**src/design/ctp_pkg.sv**
```systemverilog
// Package: register map, field layout, reset values and shared types for the cascaded PWM
package ctp_pkg;

  // Duty register indices; one aligned 32-bit word each
  localparam logic [11:0] CTP_IDX_DUTY_LOW   = 12'h028;  // Index of duty low register
  localparam logic [11:0] CTP_IDX_DUTY_HIGH  = 12'h029;  // Index of duty high register
  // Byte addresses of the registers
  localparam logic [11:0] CTP_ADDR_DUTY_LOW  = CTP_IDX_DUTY_LOW << 2;   // Four times index
  localparam logic [11:0] CTP_ADDR_DUTY_HIGH = CTP_IDX_DUTY_HIGH << 2;  // Four times index
  localparam logic [11:0] CTP_ADDR_MODE      = 12'h02C;  // Byte address of mode register
  localparam logic [11:0] CTP_ADDR_CTRL      = 12'h030;  // Byte address of control register
  localparam logic [11:0] CTP_ADDR_STATUS    = 12'h034;  // Byte address of status register

  // Reset values
  localparam logic [7:0] CTP_RST_DUTY_LOW  = 8'hFF;
  localparam logic [7:0] CTP_RST_DUTY_HIGH = 8'hFF;
  localparam logic [7:0] CTP_RST_MODE      = 8'h00;
  localparam logic [7:0] CTP_RST_CTRL      = 8'h00;

  // Mode register fields
  localparam int CTP_MODE_TFF  = 0;  // Initial level select
  localparam int CTP_MODE_DBE  = 1;  // Buffer enable
  localparam int CTP_MODE_EXT  = 2;  // External count pin select
  localparam int CTP_MODE_TCM  = 3;  // Operating mode, two bits
  localparam logic [1:0] CTP_TCM_PWM = 2'h2;

  // Control register fields
  localparam int CTP_CTRL_RUN  = 0;  // Run bit
  localparam int CTP_CTRL_CAS  = 1;  // Cascade enable

  // Counter limits
  localparam logic [7:0] CTP_CNT_ZERO  = 8'h00;
  localparam logic [3:0] CTP_IDX_FIRST = 4'h1;
  localparam logic [3:0] CTP_IDX_LAST  = 4'h0;  // Cycle 16 wraps to zero

  // Duty pair as stored
  typedef struct packed {
    logic [3:0] extra;  // Extra-pulse select
    logic [7:0] duty;   // Duty compare value
  } ctp_duty_s;

  // Run state: idle or running
  typedef enum logic [1:0] {
    CTP_IDLE = 2'b01,
    CTP_RUN  = 2'b10
  } ctp_state_e;

endpackage

```
**src/design/ctp_pin_sync.sv**
```systemverilog
// Module: three-flop synchroniser with falling-edge pulse for the external count pin
module ctp_pin_sync
  import ctp_pkg::*;
(
  // Clock and reset
  input  wire logic mclk,
  input  wire logic rstn,
  // Pin and result
  input  wire logic pinIn,
  output logic      fallPulse
);

  logic s1_r;      // First stage, read only by s2
  logic s2_r;      // Second stage
  logic s3_r;      // Third stage
  logic stable_r;  // Agreed level

  // Shift chain
  always_ff @(posedge mclk) begin
    if (!rstn) begin
      s1_r     <= 1'b1;
      s2_r     <= 1'b1;
      s3_r     <= 1'b1;
      stable_r <= 1'b1;
    end else begin
      s1_r <= pinIn;
      s2_r <= s1_r;
      s3_r <= s2_r;
      if (s2_r == s3_r) begin
        stable_r <= s3_r;
      end
    end
  end

  // Falling edge once stages agree
  assign fallPulse = stable_r & (s2_r == s3_r) & ~s3_r;

endmodule

```
**src/design/ctp_pwm.sv**
```systemverilog
// Module: cascaded 8-bit timer pair in 12-bit PWM mode with APB register access
//
// Implementation choice: register access over APB.
module ctp_pwm
  import ctp_pkg::*;
(
  // Clock and reset
  input  wire logic        mclk,
  input  wire logic        rstn,
  // APB slave
  input  wire logic        psel,
  input  wire logic        penable,
  input  wire logic        pwrite,
  input  wire logic [11:0] paddr,
  input  wire logic [31:0] pwdata,
  output logic [31:0]      prdata,
  output logic             pready,
  output logic             pslverr,
  // Source clocks
  input  wire logic        internalTick,
  input  wire logic        externalCountPin,
  // Pin function select and outputs
  input  wire logic        pinFuncEn,
  output logic             pwmOutputPin,
  output logic             periodIrq,
  output logic             frameIrq
);

  logic [7:0] dutyLow_r;     // Low register as written
  logic [7:0] dutyHigh_r;    // High register as written
  logic [7:0] mode_r;        // High timer mode register
  logic [1:0] ctrl_r;        // Run and cascade
  ctp_duty_s  buf_r;         // Double buffer
  ctp_duty_s  eff_r;         // Effective duty value
  logic [7:0] cnt_r;         // Up counter
  logic [3:0] idx_r;         // Frame cycle index
  logic       out_r;         // Output toggle state
  logic       fired_r;       // Duty toggle done this period
  ctp_state_e state_r;       // Idle or running
  logic [7:0] rdata_nxt;     // Read mux
  logic       extFall;       // Synchronised pin edge
  logic       tick;          // Source clock event
  logic       running;       // Counting now
  logic       wrEn;          // Write access phase
  logic       hiWrite;       // Commit of duty pair
  ctp_duty_s  newDuty;       // Value being committed
  logic [7:0] matchVal;      // Compare value this cycle
  logic       stretch;       // Current cycle stretched
  logic       ovf;           // Overflow this tick
  logic       addrOk;        // Mapped address

  // External pin synchroniser
  ctp_pin_sync uSync (
    .mclk      (mclk),
    .rstn      (rstn),
    .pinIn     (externalCountPin),
    .fallPulse (extFall)
  );

  // Cycle selection table for extra pulses
  function automatic logic isStretched(input logic [3:0] sel, input logic [3:0] idx);
    logic hit;
    hit = 1'b0;
    if (sel[0] && idx == 4'h9) hit = 1'b1;
    if (sel[1] && idx[2:0] == 3'h5) hit = 1'b1;
    if (sel[2] && idx[1:0] == 2'h3) hit = 1'b1;
    if (sel[3] && !idx[0]) hit = 1'b1;
    return hit;
  endfunction

  // Bus decode
  assign pready  = 1'b1;
  assign addrOk  = paddr == CTP_ADDR_DUTY_LOW || paddr == CTP_ADDR_DUTY_HIGH ||
                   paddr == CTP_ADDR_MODE || paddr == CTP_ADDR_CTRL ||
                   paddr == CTP_ADDR_STATUS;
  assign pslverr = psel & penable & ~addrOk;
  assign wrEn    = psel & penable & pwrite;
  assign hiWrite = wrEn && paddr == CTP_ADDR_DUTY_HIGH;
  assign newDuty = '{extra: dutyLow_r[3:0], duty: {pwdata[3:0], dutyLow_r[7:4]}};

  // Mode decode and source select
  assign running = state_r == CTP_RUN;
  assign tick    = running & (mode_r[CTP_MODE_EXT] ? extFall : internalTick);
  assign stretch = isStretched(eff_r.extra, idx_r);
  assign matchVal = eff_r.duty + (stretch ? 8'h01 : 8'h00);
  assign ovf     = tick && cnt_r == 8'hFF;

  // Low register and high register storage
  always_ff @(posedge mclk) begin
    if (!rstn) begin
      dutyLow_r  <= CTP_RST_DUTY_LOW;
      dutyHigh_r <= CTP_RST_DUTY_HIGH;
    end else if (wrEn) begin
      if (paddr == CTP_ADDR_DUTY_LOW) dutyLow_r <= pwdata[7:0];
      if (paddr == CTP_ADDR_DUTY_HIGH) dutyHigh_r <= pwdata[7:0];
    end
  end

  // Mode register, locked while running
  always_ff @(posedge mclk) begin
    if (!rstn) begin
      mode_r <= CTP_RST_MODE;
    end else if (wrEn && paddr == CTP_ADDR_MODE && !ctrl_r[CTP_CTRL_RUN]) begin
      mode_r <= pwdata[7:0];
    end
  end

  // Control register
  always_ff @(posedge mclk) begin
    if (!rstn) begin
      ctrl_r <= CTP_RST_CTRL[1:0];
    end else if (wrEn && paddr == CTP_ADDR_CTRL) begin
      ctrl_r <= pwdata[1:0];
    end
  end

  // Run state follows run bit when cascade is enabled and PWM mode is selected
  always_ff @(posedge mclk) begin
    if (!rstn) begin
      state_r <= CTP_IDLE;
    end else if (ctrl_r[CTP_CTRL_RUN] && ctrl_r[CTP_CTRL_CAS] &&
                 mode_r[CTP_MODE_TCM +: 2] == CTP_TCM_PWM) begin
      state_r <= CTP_RUN;
    end else begin
      state_r <= CTP_IDLE;
    end
  end

  // Double buffer and effective duty value
  always_ff @(posedge mclk) begin
    if (!rstn) begin
      buf_r <= '{extra: CTP_RST_DUTY_LOW[3:0], duty: 8'hFF};
      eff_r <= '{extra: CTP_RST_DUTY_LOW[3:0], duty: 8'hFF};
    end else begin
      if (hiWrite) begin
        buf_r <= newDuty;
      end
      if (hiWrite && (!running || !mode_r[CTP_MODE_DBE])) begin
        eff_r <= newDuty;
      end else if (running && mode_r[CTP_MODE_DBE] && ovf && idx_r == CTP_IDX_LAST) begin
        eff_r <= buf_r;
      end
    end
  end

  // Counter, cycle index and output
  always_ff @(posedge mclk) begin
    if (!rstn) begin
      cnt_r   <= CTP_CNT_ZERO;
      idx_r   <= CTP_IDX_FIRST;
      out_r   <= 1'b0;
      fired_r <= 1'b0;
    end else if (!running) begin
      cnt_r   <= CTP_CNT_ZERO;
      idx_r   <= CTP_IDX_FIRST;
      out_r   <= 1'b0;
      fired_r <= 1'b0;
    end else if (ovf) begin
      cnt_r   <= CTP_CNT_ZERO;
      idx_r   <= idx_r + 4'h1;
      out_r   <= 1'b0;
      fired_r <= 1'b0;
    end else begin
      if (tick) cnt_r <= cnt_r + 8'h01;
      if (!fired_r && cnt_r == matchVal && !(stretch && eff_r.duty == 8'hFF)) begin
        out_r   <= 1'b1;
        fired_r <= 1'b1;
      end
    end
  end

  // Interrupt pulses
  always_ff @(posedge mclk) begin
    if (!rstn) begin
      periodIrq <= 1'b0;
      frameIrq  <= 1'b0;
    end else begin
      periodIrq <= running & ovf;
      frameIrq  <= running & ovf & (idx_r == CTP_IDX_LAST);
    end
  end

  // Pin level: idle level xor toggle state, held low while pinFuncEn is off
  always_ff @(posedge mclk) begin
    if (!rstn) begin
      pwmOutputPin <= 1'b0;
    end else begin
      pwmOutputPin <= pinFuncEn & (mode_r[CTP_MODE_TFF] ^ out_r);
    end
  end

  // Read mux; buffered reads show buffer via register copies
  always_comb begin
    rdata_nxt = 8'h00;
    case (paddr)
      CTP_ADDR_DUTY_LOW:  rdata_nxt = dutyLow_r;
      CTP_ADDR_DUTY_HIGH: rdata_nxt = dutyHigh_r;
      CTP_ADDR_MODE:      rdata_nxt = mode_r;
      CTP_ADDR_CTRL:      rdata_nxt = {6'h00, ctrl_r};
      CTP_ADDR_STATUS:    rdata_nxt = {idx_r, 2'h0, running, out_r};
      default:            rdata_nxt = 8'h00;
    endcase
  end
  assign prdata = {24'h000000, rdata_nxt};

  // Overflow interrupt follows each wrap by one cycle
  chk_period_irq: assert property (@(posedge mclk) disable iff (!rstn)
    running && ovf |=> periodIrq) else $error("period irq missing");
  // Counter clears after overflow
  chk_ovf_clear: assert property (@(posedge mclk) disable iff (!rstn)
    running && ovf |=> cnt_r == 8'h00 && !out_r) else $error("overflow not cleared");
  // Frame irq only at index wrap
  chk_frame_irq: assert property (@(posedge mclk) disable iff (!rstn)
    frameIrq |-> $past(idx_r) == 4'h0) else $error("frame irq off frame");
  // Stop restores idle
  chk_stop_idle: assert property (@(posedge mclk) disable iff (!rstn)
    !running |=> cnt_r == 8'h00 && idx_r == 4'h1) else $error("stop not idle");
  // Mode locked while running
  chk_mode_lock: assert property (@(posedge mclk) disable iff (!rstn)
    ctrl_r[0] |=> $stable(mode_r)) else $error("mode changed while running");
  // Buffered running write leaves effective value alone
  chk_buf_hold: assert property (@(posedge mclk) disable iff (!rstn)
    hiWrite && running && mode_r[1] && !ovf |=> $stable(eff_r)) else $error("buffer leaked");
  // Stopped write applies at once
  chk_stop_write: assert property (@(posedge mclk) disable iff (!rstn)
    hiWrite && !running |=> eff_r == $past(newDuty)) else $error("stopped write lost");
  // Output toggles only when count reaches compare
  chk_duty_match: assert property (@(posedge mclk) disable iff (!rstn)
    running && !ovf && $rose(out_r) |-> $past(cnt_r) == $past(matchVal))
    else $error("toggle without match");

endmodule

```
**config.mk**
```make
export PLATFORM = sky130hd
export DESIGN_NAME = ctp_pwm
export DESIGN_NICKNAME = d
export VERILOG_FILES = /design/src/design/ctp_pkg.sv /design/src/design/ctp_pin_sync.sv /design/src/design/ctp_pwm.sv
export SDC_FILE = /design/constraint.sdc
export NUM_CORES = 1
export LEC_CHECK = 0
export ABC_CLOCK_PERIOD_IN_PS = 2200
export BUFFER_PORTS_ARGS = -buffer_cell sky130_fd_sc_hd__buf_4
export CAP_MARGIN = 10
export CORE_MARGIN = 3
export CORE_UTILIZATION = 48
export DETAILED_ROUTE_END_ITERATION = 7
export PLACE_DENSITY = 0.73
export REMOVE_ABC_BUFFERS = 1
export SKIP_LAST_GASP = 1
export SYNTH_ARGS = -nofsm -noshare
export SYNTH_HDL_FRONTEND = slang
export SYNTH_SLANG_ARGS = --single-unit
```
**constraint.sdc**
```tcl
create_clock -name mclk -period 2.2 [get_ports mclk]
set_input_delay 0.22 -clock mclk [delete_from_list [all_inputs] [get_ports mclk]]
set_output_delay 0.22 -clock mclk [all_outputs]
set_load 0.02 [all_outputs]
```
==> metrics.txt, run 1 <==
Max clock buf depth 2; Clk pin slew, worst setup/hold paths about 70 ps; post-synth cell types 55; Critical Path Max Stage Delay ~360 ps; grt ovf 0; top cells by count, synth 68 x dfxtp_1, 57 x nand2_1, 31 x nand3_1, 30 x nor2_1, 25 x buf_4; num rows 31; Max-Cap Viols 0; die area 8650 µm²; proportion of layout cells with a drive suffix above 1 27.7%; post-layout util 59.3%; Skew-Pair Late Insertion Delay 340 ps; Via Count 3,063; die span in x approximately 93 µm; antenna cells 0; first-pass GRT wire length between 10,000 and 15,000 µm; Top FF cell, synth dfxtp_1; gpl congestion 0.822; Worst Clk Skew 8.75 ps; Lkg Pwr 1.81 nW; most frequent CP cell ha_2; CTS Buf Count 9; RSZ-0062 raised after global routing true; post-route ant nets 0; synthesized instance count 414; Starting Density 49.8%; Setup CP Type reg -> reg; post-synth top area share 37.5%; Period Utilization, post-route 96.8%; worst slack, placed -62.6 ps; CP Max Fanout 5; total wire length 8470 µm; fin nets 535; DR iter-0 viols 142; Layout area overhead 19.0%; # hold bufs at CTS 0; Non-Filler Instances 580; Sink Count 68; H-tree Lvls 3; CP arrival around 2400 ps; FF+latch count, synth 68; Die Y-Extent 93.0 µm; family with the most delay on the worst path adder cells; Routed WL per cell 14.6 µm; HP Class in -> reg; Slew Limit Fails 0; Final setup viols 0; count leader, synth dfxtp_1; I/O Pins 89; antenna violations before repair 0; Post-synth EDFFs 0; Total Power 0.00228 W; pwr dens 528 nW/µm²; GRT Total Usage 20.5%; largest net degree at the start of global routing 36; top cells by area, synth dfxtp_1 37%, nand2_1 5.9%, buf_4 5.2%, mux2i_1 4.4%, nand3_1 4.3%; TritonCTS clock tree done; dpl hpwl ~6200 µm; CTS root buf clkbuf_8; number of global-route vias before repair 2,843; sequential fraction of the synthesis area 37.5%; synth warn 0; cells along the critical path ha_2 -> a22oi_1 -> nand3_1 -> ha_2 -> ha_4 -> nand2b_4 -> and3b_1 -> a211oi_2 -> a211oi_1 -> a31oi_1 -> nor2_1; Worst Slack Setup Final 70.7 ps; minimum clock period 2130 ps; Vias/cell between 5 and 6; Buf/Inv on CP 0; Port Buffers 39; post-synth top area cell dfxtp_1; status completed; Worst EP required approximately 2400 ps; Setup TNS 0 ps; syn avg cell area 8.78 µm²; slowest CP cell dfxtp_4; CP Capture Type flop; critical path startpoint category flop; DR pass1 iterations 4; fmax approximately 470 MHz; DRC errors left 0; cell total after placement 563; final count of hold timing violations 0; Post-Syn Area about 3600 µm²; VDD IR max 0.312 mV; asr flop ratio synth 0%; Core Box Area 7290 µm²
[repair_timing]
item | CTS | global route
setup endpoints to repair | 1 | 6
buffers inserted | 1 | 1
pin swaps | 2 | 7
resized for setup | 4 | 10
cloned | 0 | 0
[metal layers]
| layer | wire, µm | global-route usage (%) | part of all wire [%] |
|---|---|---|---|
| met1 | 3890 | 27.1 | 46 |
| met2 | 4020 | 32.8 | 47 |
| met3 | 397 | 4.67 | 4.7 |
| met4 | 161 | 7.33 | 1.9 |
| met5 | 0 | 0 | 0 |
[cell usage in the layout (no fill, tap or decap), types with 3 or more instances in the layout]
cell type	n
dfxtp_1	66
and3_2	3
nor2b_1	12
o21ai_0	9
nand4_1	8
a21oi_1	14
xnor2_1	7
mux2i_1	16
a211oi_2	11
a211oi_1	3
nor2_1	30
a22oi_1	7
and2_4	10
buf_4	71
inv_1	5
nor3_1	3
a21o_1	4
xor2_1	12
nand3_1	30
ha_1	3
clkbuf_8	11
nand2_1	56
nand2b_1	8
conb_1	25
o21ai_1	11
[area by class of cell]
class	instances	area, µm²
Fill cell	682	2970
Inverter	5	18.8
Timing Repair Buffer	71	533
Multi-Input combinational cell	322	2110
Sequential cell	68	1370
Clock buffer	13	159
Tap cell	99	124
Clock inverter	2	10.0
[metrics by stage]
stage / hold WS (ps) / instance area (µm²)
global route: 55.0 / 4320
finish: 66.7 / 4320
global placement: 389 / 4090
CTS: 49.0 / 4270
detailed placement: 405 / 4090
floorplan: 282 / 3440
[cells by family (layout without fill, tap and decap cells)]
kind of cell    count (synthesis)  count (layout)  share of synthesized area [%]
xor+xnor                       19              19                           4.58
fa+ha+maj                       7               7                           2.34
buf+inv                        47              91                           8.09
flops                          68              68                           37.5
simple gates                  187             187                           28.9
other cells                     2              25                          0.207
mux                            18              18                           5.03
compound gates                 66              66                           13.4
[final timing paths]
path | from | to | slack (ps) | depth (start not counted)
min | externalCountPin | uSync.s1_r | 70 | 2
max | idx_r[0] | fired_r | 70 | 11
min reg2reg | uSync.s1_r | uSync.s2_r | 420 | 1
max reg2reg | idx_r[0] | fired_r | 70 | 11
[sequential cells by signal, indices dropped and copies added, names as in the netlist, 2 cells and up]
name and count:
ctrl_r 2, idx_r 4, eff_r 12, dutyLow_r 8, mode_r 8, cnt_r 8, dutyHigh_r 8, buf_r 8
state_r 2
[power by group]
part	leakage, nW	total (W)	switching [W]	internal, W
sequential	0.550	0.00123	0.00000115	0.00123
clock	0.0893	0.000895	0.000434	0.000462
combinational	1.17	0.000157	0.0000990	0.0000578
total	1.81	0.00228	0.000534	0.00175
Note: power is estimated with default switching activity, not from simulation.
==> inputs of run 2 (changes only) <==
- REMOVE_ABC_BUFFERS: 1 -> not set
==> run 2 against run 1 <==
Net effect:
- clock power decreased by 4.9%
- sequential cell count stayed put
- combinational power is essentially flat
- clock skew fell by 1.4 ps
- count of clock-buffer cells in the layout fell by 3
- first-iteration DRC count is 8.5% lower
- cell count shrank 1.0%
- register-to-register slack improved by 40 ps
- worst setup slack improved by 36 ps
- non-clock buffer count decreased by 6
- largest cell class unchanged
- highest routed layer unchanged
- core utilization shrank 0.53 points
- total power is 1.8% lower
==> metrics.txt, run 2 (synthesis gave the netlist of run 1 again) <==
fmax around 480 MHz; family with the most delay on the worst path adder cells; Sink Count 68; antenna cells 0; proportion of layout cells with a drive suffix above 1 26.9%; CP Max Fanout 4; final count of hold timing violations 0; Max-Cap Viols 0; die area roughly 8600 µm²; Worst EP required 2420 ps; Via Count 3,013; CP arrival 2310 ps; grt ovf 0; pwr dens around 520 nW/µm²; slowest CP cell dfxtp_1; DRC errors left 0; Reg-to-Reg Start idx_r[0]; Die Y-Extent 93.0 µm; Total Power 0.00224 W; GRT Total Usage 20.2%; dpl cell area 4030 µm²; Buf/Inv on CP 0; Layout area overhead 17.9%; Period Utilization, post-route 95.1%; # hold bufs at CTS 0; reg2reg setup slack 110 ps; status completed; Worst-Margin Slew 569 ps; Starting Density 49.8%; TritonCTS clock tree done; cells along the critical path ha_2 -> a22oi_2 -> nand3_2 -> ha_4 -> ha_2 -> nand2b_4 -> and3b_1 -> a211oi_2 -> a211oi_1 -> a31oi_1 -> nor2_1; hold_sp externalCountPin; num rows 31; total wire length 8430 µm; fin nets 529; Slew Limit Fails 0; first-pass GRT wire length 13,800 µm; Finished Cell Area 4290 µm²; Routed met2 length 4170 µm; Port Buffers 39; DR pass1 iterations 5; die span in x roughly 93 µm; gpl congestion between 0.8 and 0.9; I/O Pins 89; Max clock buf depth 2; Reg2Reg Capture Point fired_r; CTS Buf Count 9; metal3 WL 528 µm; CP Launch Point idx_r[0]; CTS root buf clkbuf_8; worst rel slew slack approximately 62%; most frequent CP cell ha_2; Final setup viols 0; max reg flops 12; worst reg2reg path depth 11; most frequent cells in the layout 67 x dfxtp_1, 65 x buf_4, 56 x nand2_1, 30 x nor2_1, 30 x nand3_1; Hold EP uSync.s1_r; Clk pin slew, worst setup/hold paths 70 ps; worst slack, placed -34.1 ps; Routed WL per cell around 15 µm; antenna violations before repair 0; critical path startpoint category flop; Hold Crit Depth 2; Worst Slack Setup Final 107 ps; DR iter-0 viols between 100 and 150; dpl hpwl around 6200 µm; DR top layer met4; number of global-route vias before repair 2,827; largest net degree at the start of global routing 31; Setup CP Type reg -> reg; HP Class in -> reg; RSZ-0062 raised after global routing true; Critical Path Max Stage Delay roughly 340 ps; CP Capture Type flop; Biggest register eff_r; Metal-1 WL roughly 3600 µm; Core Box Area 7290 µm²; commonest non-fill, non-tap cell in the layout dfxtp_1; Worst Clk Skew 7.34 ps; minimum clock period 2090 ps; post-route ant nets 0; WHS 59.9 ps; H-tree Lvls 3; Vias/cell 5.25; VDD IR max 0.373 mV; Lkg Pwr 1.78 nW; Skew-Pair Late Insertion Delay 340 ps
run 2: area by class of cell:
class,count,area [µm²]
Clock inverter,5,30.0
Clock buffer,10,128
Tap cell,99,124
Sequential cell,68,1370
Inverter,5,18.8
Multi-Input combinational cell,322,2130
Timing Repair Buffer,65,488
Fill cell,677,3010
run 2: worst max path at each step:
stage,to,slack (ps),cells after the start
finish,fired_r,110,11
global route,fired_r,-60,12
CTS,fired_r,5,11
detailed placement,fired_r,-30,11
global placement,fired_r,40,12
floorplan,fired_r,140,11
run 2: worst register-to-register path: stages, from the launching register on:
cell      delay (ps)
dfxtp_1          340
ha_2             210
a22oi_2          130
nand3_2          130
ha_4             180
ha_2             190
nand2b_4         140
and3b_1          180
a211oi_2         180
a211oi_1          80
a31oi_1          170
nor2_1            50
run 2: stage by stage:
step,util (%),TNS (ps),std cells
after floorplan,-,0,437
after global placement,55.3,0,556
after detailed placement,55.3,-34.1,556
after CTS,57.6,0,571
after global routing,58.8,-85.6,574
final,58.8,0,574
run 2: timing repair:
action                     CTS  global route
pin swaps                    2             6
resized for setup            3            13
buffers inserted             0             3
setup endpoints to repair    1            16
run 2: layer usage:
metal / GRT usage (%) / vias up
met5: 0 / -
met4: 7.33 / 0
met3: 4.99 / 11
met2: 32.6 / 84
met1: 26.1 / 1420
li1: - / 1498
run 2: power by group:
group          total [W]  internal, W  switching [W]
registers        0.00123      0.00123     0.00000104
logic           0.000159    0.0000579       0.000101
clock network   0.000851     0.000396       0.000455
total            0.00224      0.00169       0.000557
==> inputs of run 3 (changes only) <==
- CELL_PAD_IN_SITES_DETAIL_PLACEMENT: not set -> 1
- CELL_PAD_IN_SITES_GLOBAL_PLACEMENT: not set -> 1
- CORE_UTILIZATION: 48 -> 36
- CTS_BUF_LIST: not set -> sky130_fd_sc_hd__clkbuf_8 sky130_fd_sc_hd__clkbuf_16
==> run 3 against run 2 <==
Net effect:
- via count is 2.6% higher
- non-clock buffer count is 2 higher
- hold slack gained 2.1 ps
- sequential share of layout area down 1.1 points
==> metrics.txt, run 3 (synthesis gave the netlist of run 1 again) <==
status completed; CTS Buf Count 9; antenna violations before repair 0; Lkg Pwr approximately 1.8 nW; Max clock buf depth 2; Port Buffers 39; RSZ-0062 raised after global routing true; hold_sp externalCountPin; Routed WL per cell 17.1 µm; Vias/cell 5.06; CP Launch Point idx_r[1]; proportion of layout cells with a drive suffix above 1 29.1%; max reg flops 12; Starting Density 37.2%; family with the most delay on the worst path adder cells; CP arrival 2340 ps; num rows 36; largest net degree at the start of global routing 38; Max-Cap Viols 0; GRT Total Usage 19.2%; commonest non-fill, non-tap cell in the layout buf_4; DRC errors left 0; fin nets roughly 530; CTS root buf clkbuf_8; fmax 473 MHz; Internal Power 0.00188 W; Hold EP uSync.s1_r; Worst EP required approximately 2400 ps; Layout area overhead 22.0%; VDD IR max 0.299 mV; total wire length between 10,000 and 15,000 µm; die area 11,300 µm²; I/O Pins 89; Core Box Area 9770 µm²; cells along the critical path inv_1 -> ha_2 -> nand4b_1 -> nand3_2 -> ha_4 -> ha_4 -> buf_4 -> nand2b_1 -> o21ai_1 -> a211oi_2 -> a211oi_2 -> a31oi_1 -> nor2_1; worst rel slew slack about two thirds; TritonCTS clock tree done; CP Max Fanout 4; DR pass1 iterations 4; WHS 62.0 ps; reg2reg setup slack 80 ps; Hold Crit Depth 2; Buf/Inv on CP 2; Clk pwr share 43.4%; critical path startpoint category flop; number of global-route vias before repair 3,339; sw frac between 20% and 30%; Clk pin slew, worst setup/hold paths 70 ps; Worst-Margin Slew about 500 ps; CP Depth 13; slowest CP cell dfxtp_2; Die Y-Extent between 100 and 150 µm; Setup CP Type reg -> reg; CP Capture Type flop; gpl congestion 0.796; NetSw ~0.0006 W; pwr dens roughly 560 nW/µm²; Slew Limit Fails 0; worst slack, placed -115 ps; # hold bufs at CTS 0; Period Utilization, post-route 96.2%; antenna cells 0; worst reg2reg path depth 13; Reg-to-Reg Start idx_r[1]; # Post-CTS Setup Buffers 0; minimum clock period around 2100 ps; Reg2Reg Capture Point fired_r; Skew-Pair Late Insertion Delay 340 ps; grt ovf 0; Comb power frac approximately 6.6%; Worst Clk Skew 8.12 ps; Sink Count 68; final count of hold timing violations 0; HP Class in -> reg; Critical Path Max Stage Delay 360 ps; Biggest register eff_r; first-pass GRT wire length around 17,000 µm; post-route ant nets 0; DR iter-0 viols 116; most frequent cells in the layout 67 x buf_4, 66 x dfxtp_1, 56 x nand2_1, 30 x nor2_1, 29 x nand3_1; Worst Slack Setup Final 84.1 ps; H-tree Lvls 3; Via Count about 3,000; Setup TNS 0 ps; dpl hpwl 7670 µm; Final setup viols 0; sequential share of power 49.9%; die span in x 106 µm
## run 3: cell type report
class                      instances  area (µm²)
clock buffer                      11         151
clock inverter                     5        58.8
fill                            1184        5340
inverter                           5        18.8
multi-input combinational        322        2170
sequential                        68        1360
tap                              133         166
timing repair buffer              67         503
## run 3: worst max-delay path by stage
stage	to	slack, ps
finish	fired_r	80
global route	fired_r	-50
CTS	fired_r	-6
detailed placement	fired_r	-110
global placement	fired_r	30
floorplan	fired_r	140
## run 3: power by group through the flow
stage,logic (W),clock network (W),registers (W)
floorplan,0.000124,0,0.00126
global placement,0.000158,0,0.00126
detailed placement,0.000160,0,0.00126
CTS,0.000161,0.00110,0.00123
global route,0.000177,0.00116,0.00123
finish,0.000164,0.00107,0.00123
## run 3: repair_timing
action,4_1_cts,5_1_grt
resized for setup,13,11
pin swaps,5,6
cloned,0,0
setup endpoints to repair,2,15
## run 3: through the flow
step | std cells | instance area, µm² | power, W | util (%)
2_1_floorplan | 437 | 3720 | 0.00139 | -
3_3_place_gp | 595 | 4110 | 0.00142 | 42.1
5_1_grt | 611 | 4430 | 0.00257 | 45.4
6_report | 611 | 4430 | 0.00247 | 45.4
4_1_cts | 611 | 4380 | 0.00249 | 44.8
3_5_place_dp | 595 | 4110 | 0.00142 | 42.1
## run 3: routing by layer
metal / global-route usage, % / up-vias / share of wire [%]
li1: - / 1510 / -
met1: 23.8 / 1502 / 43
met2: 33.4 / 65 / 51
met3: 3.76 / 15 / 3.9
met4: 6.03 / 0 / 1.9
met5: 0 / - / 0
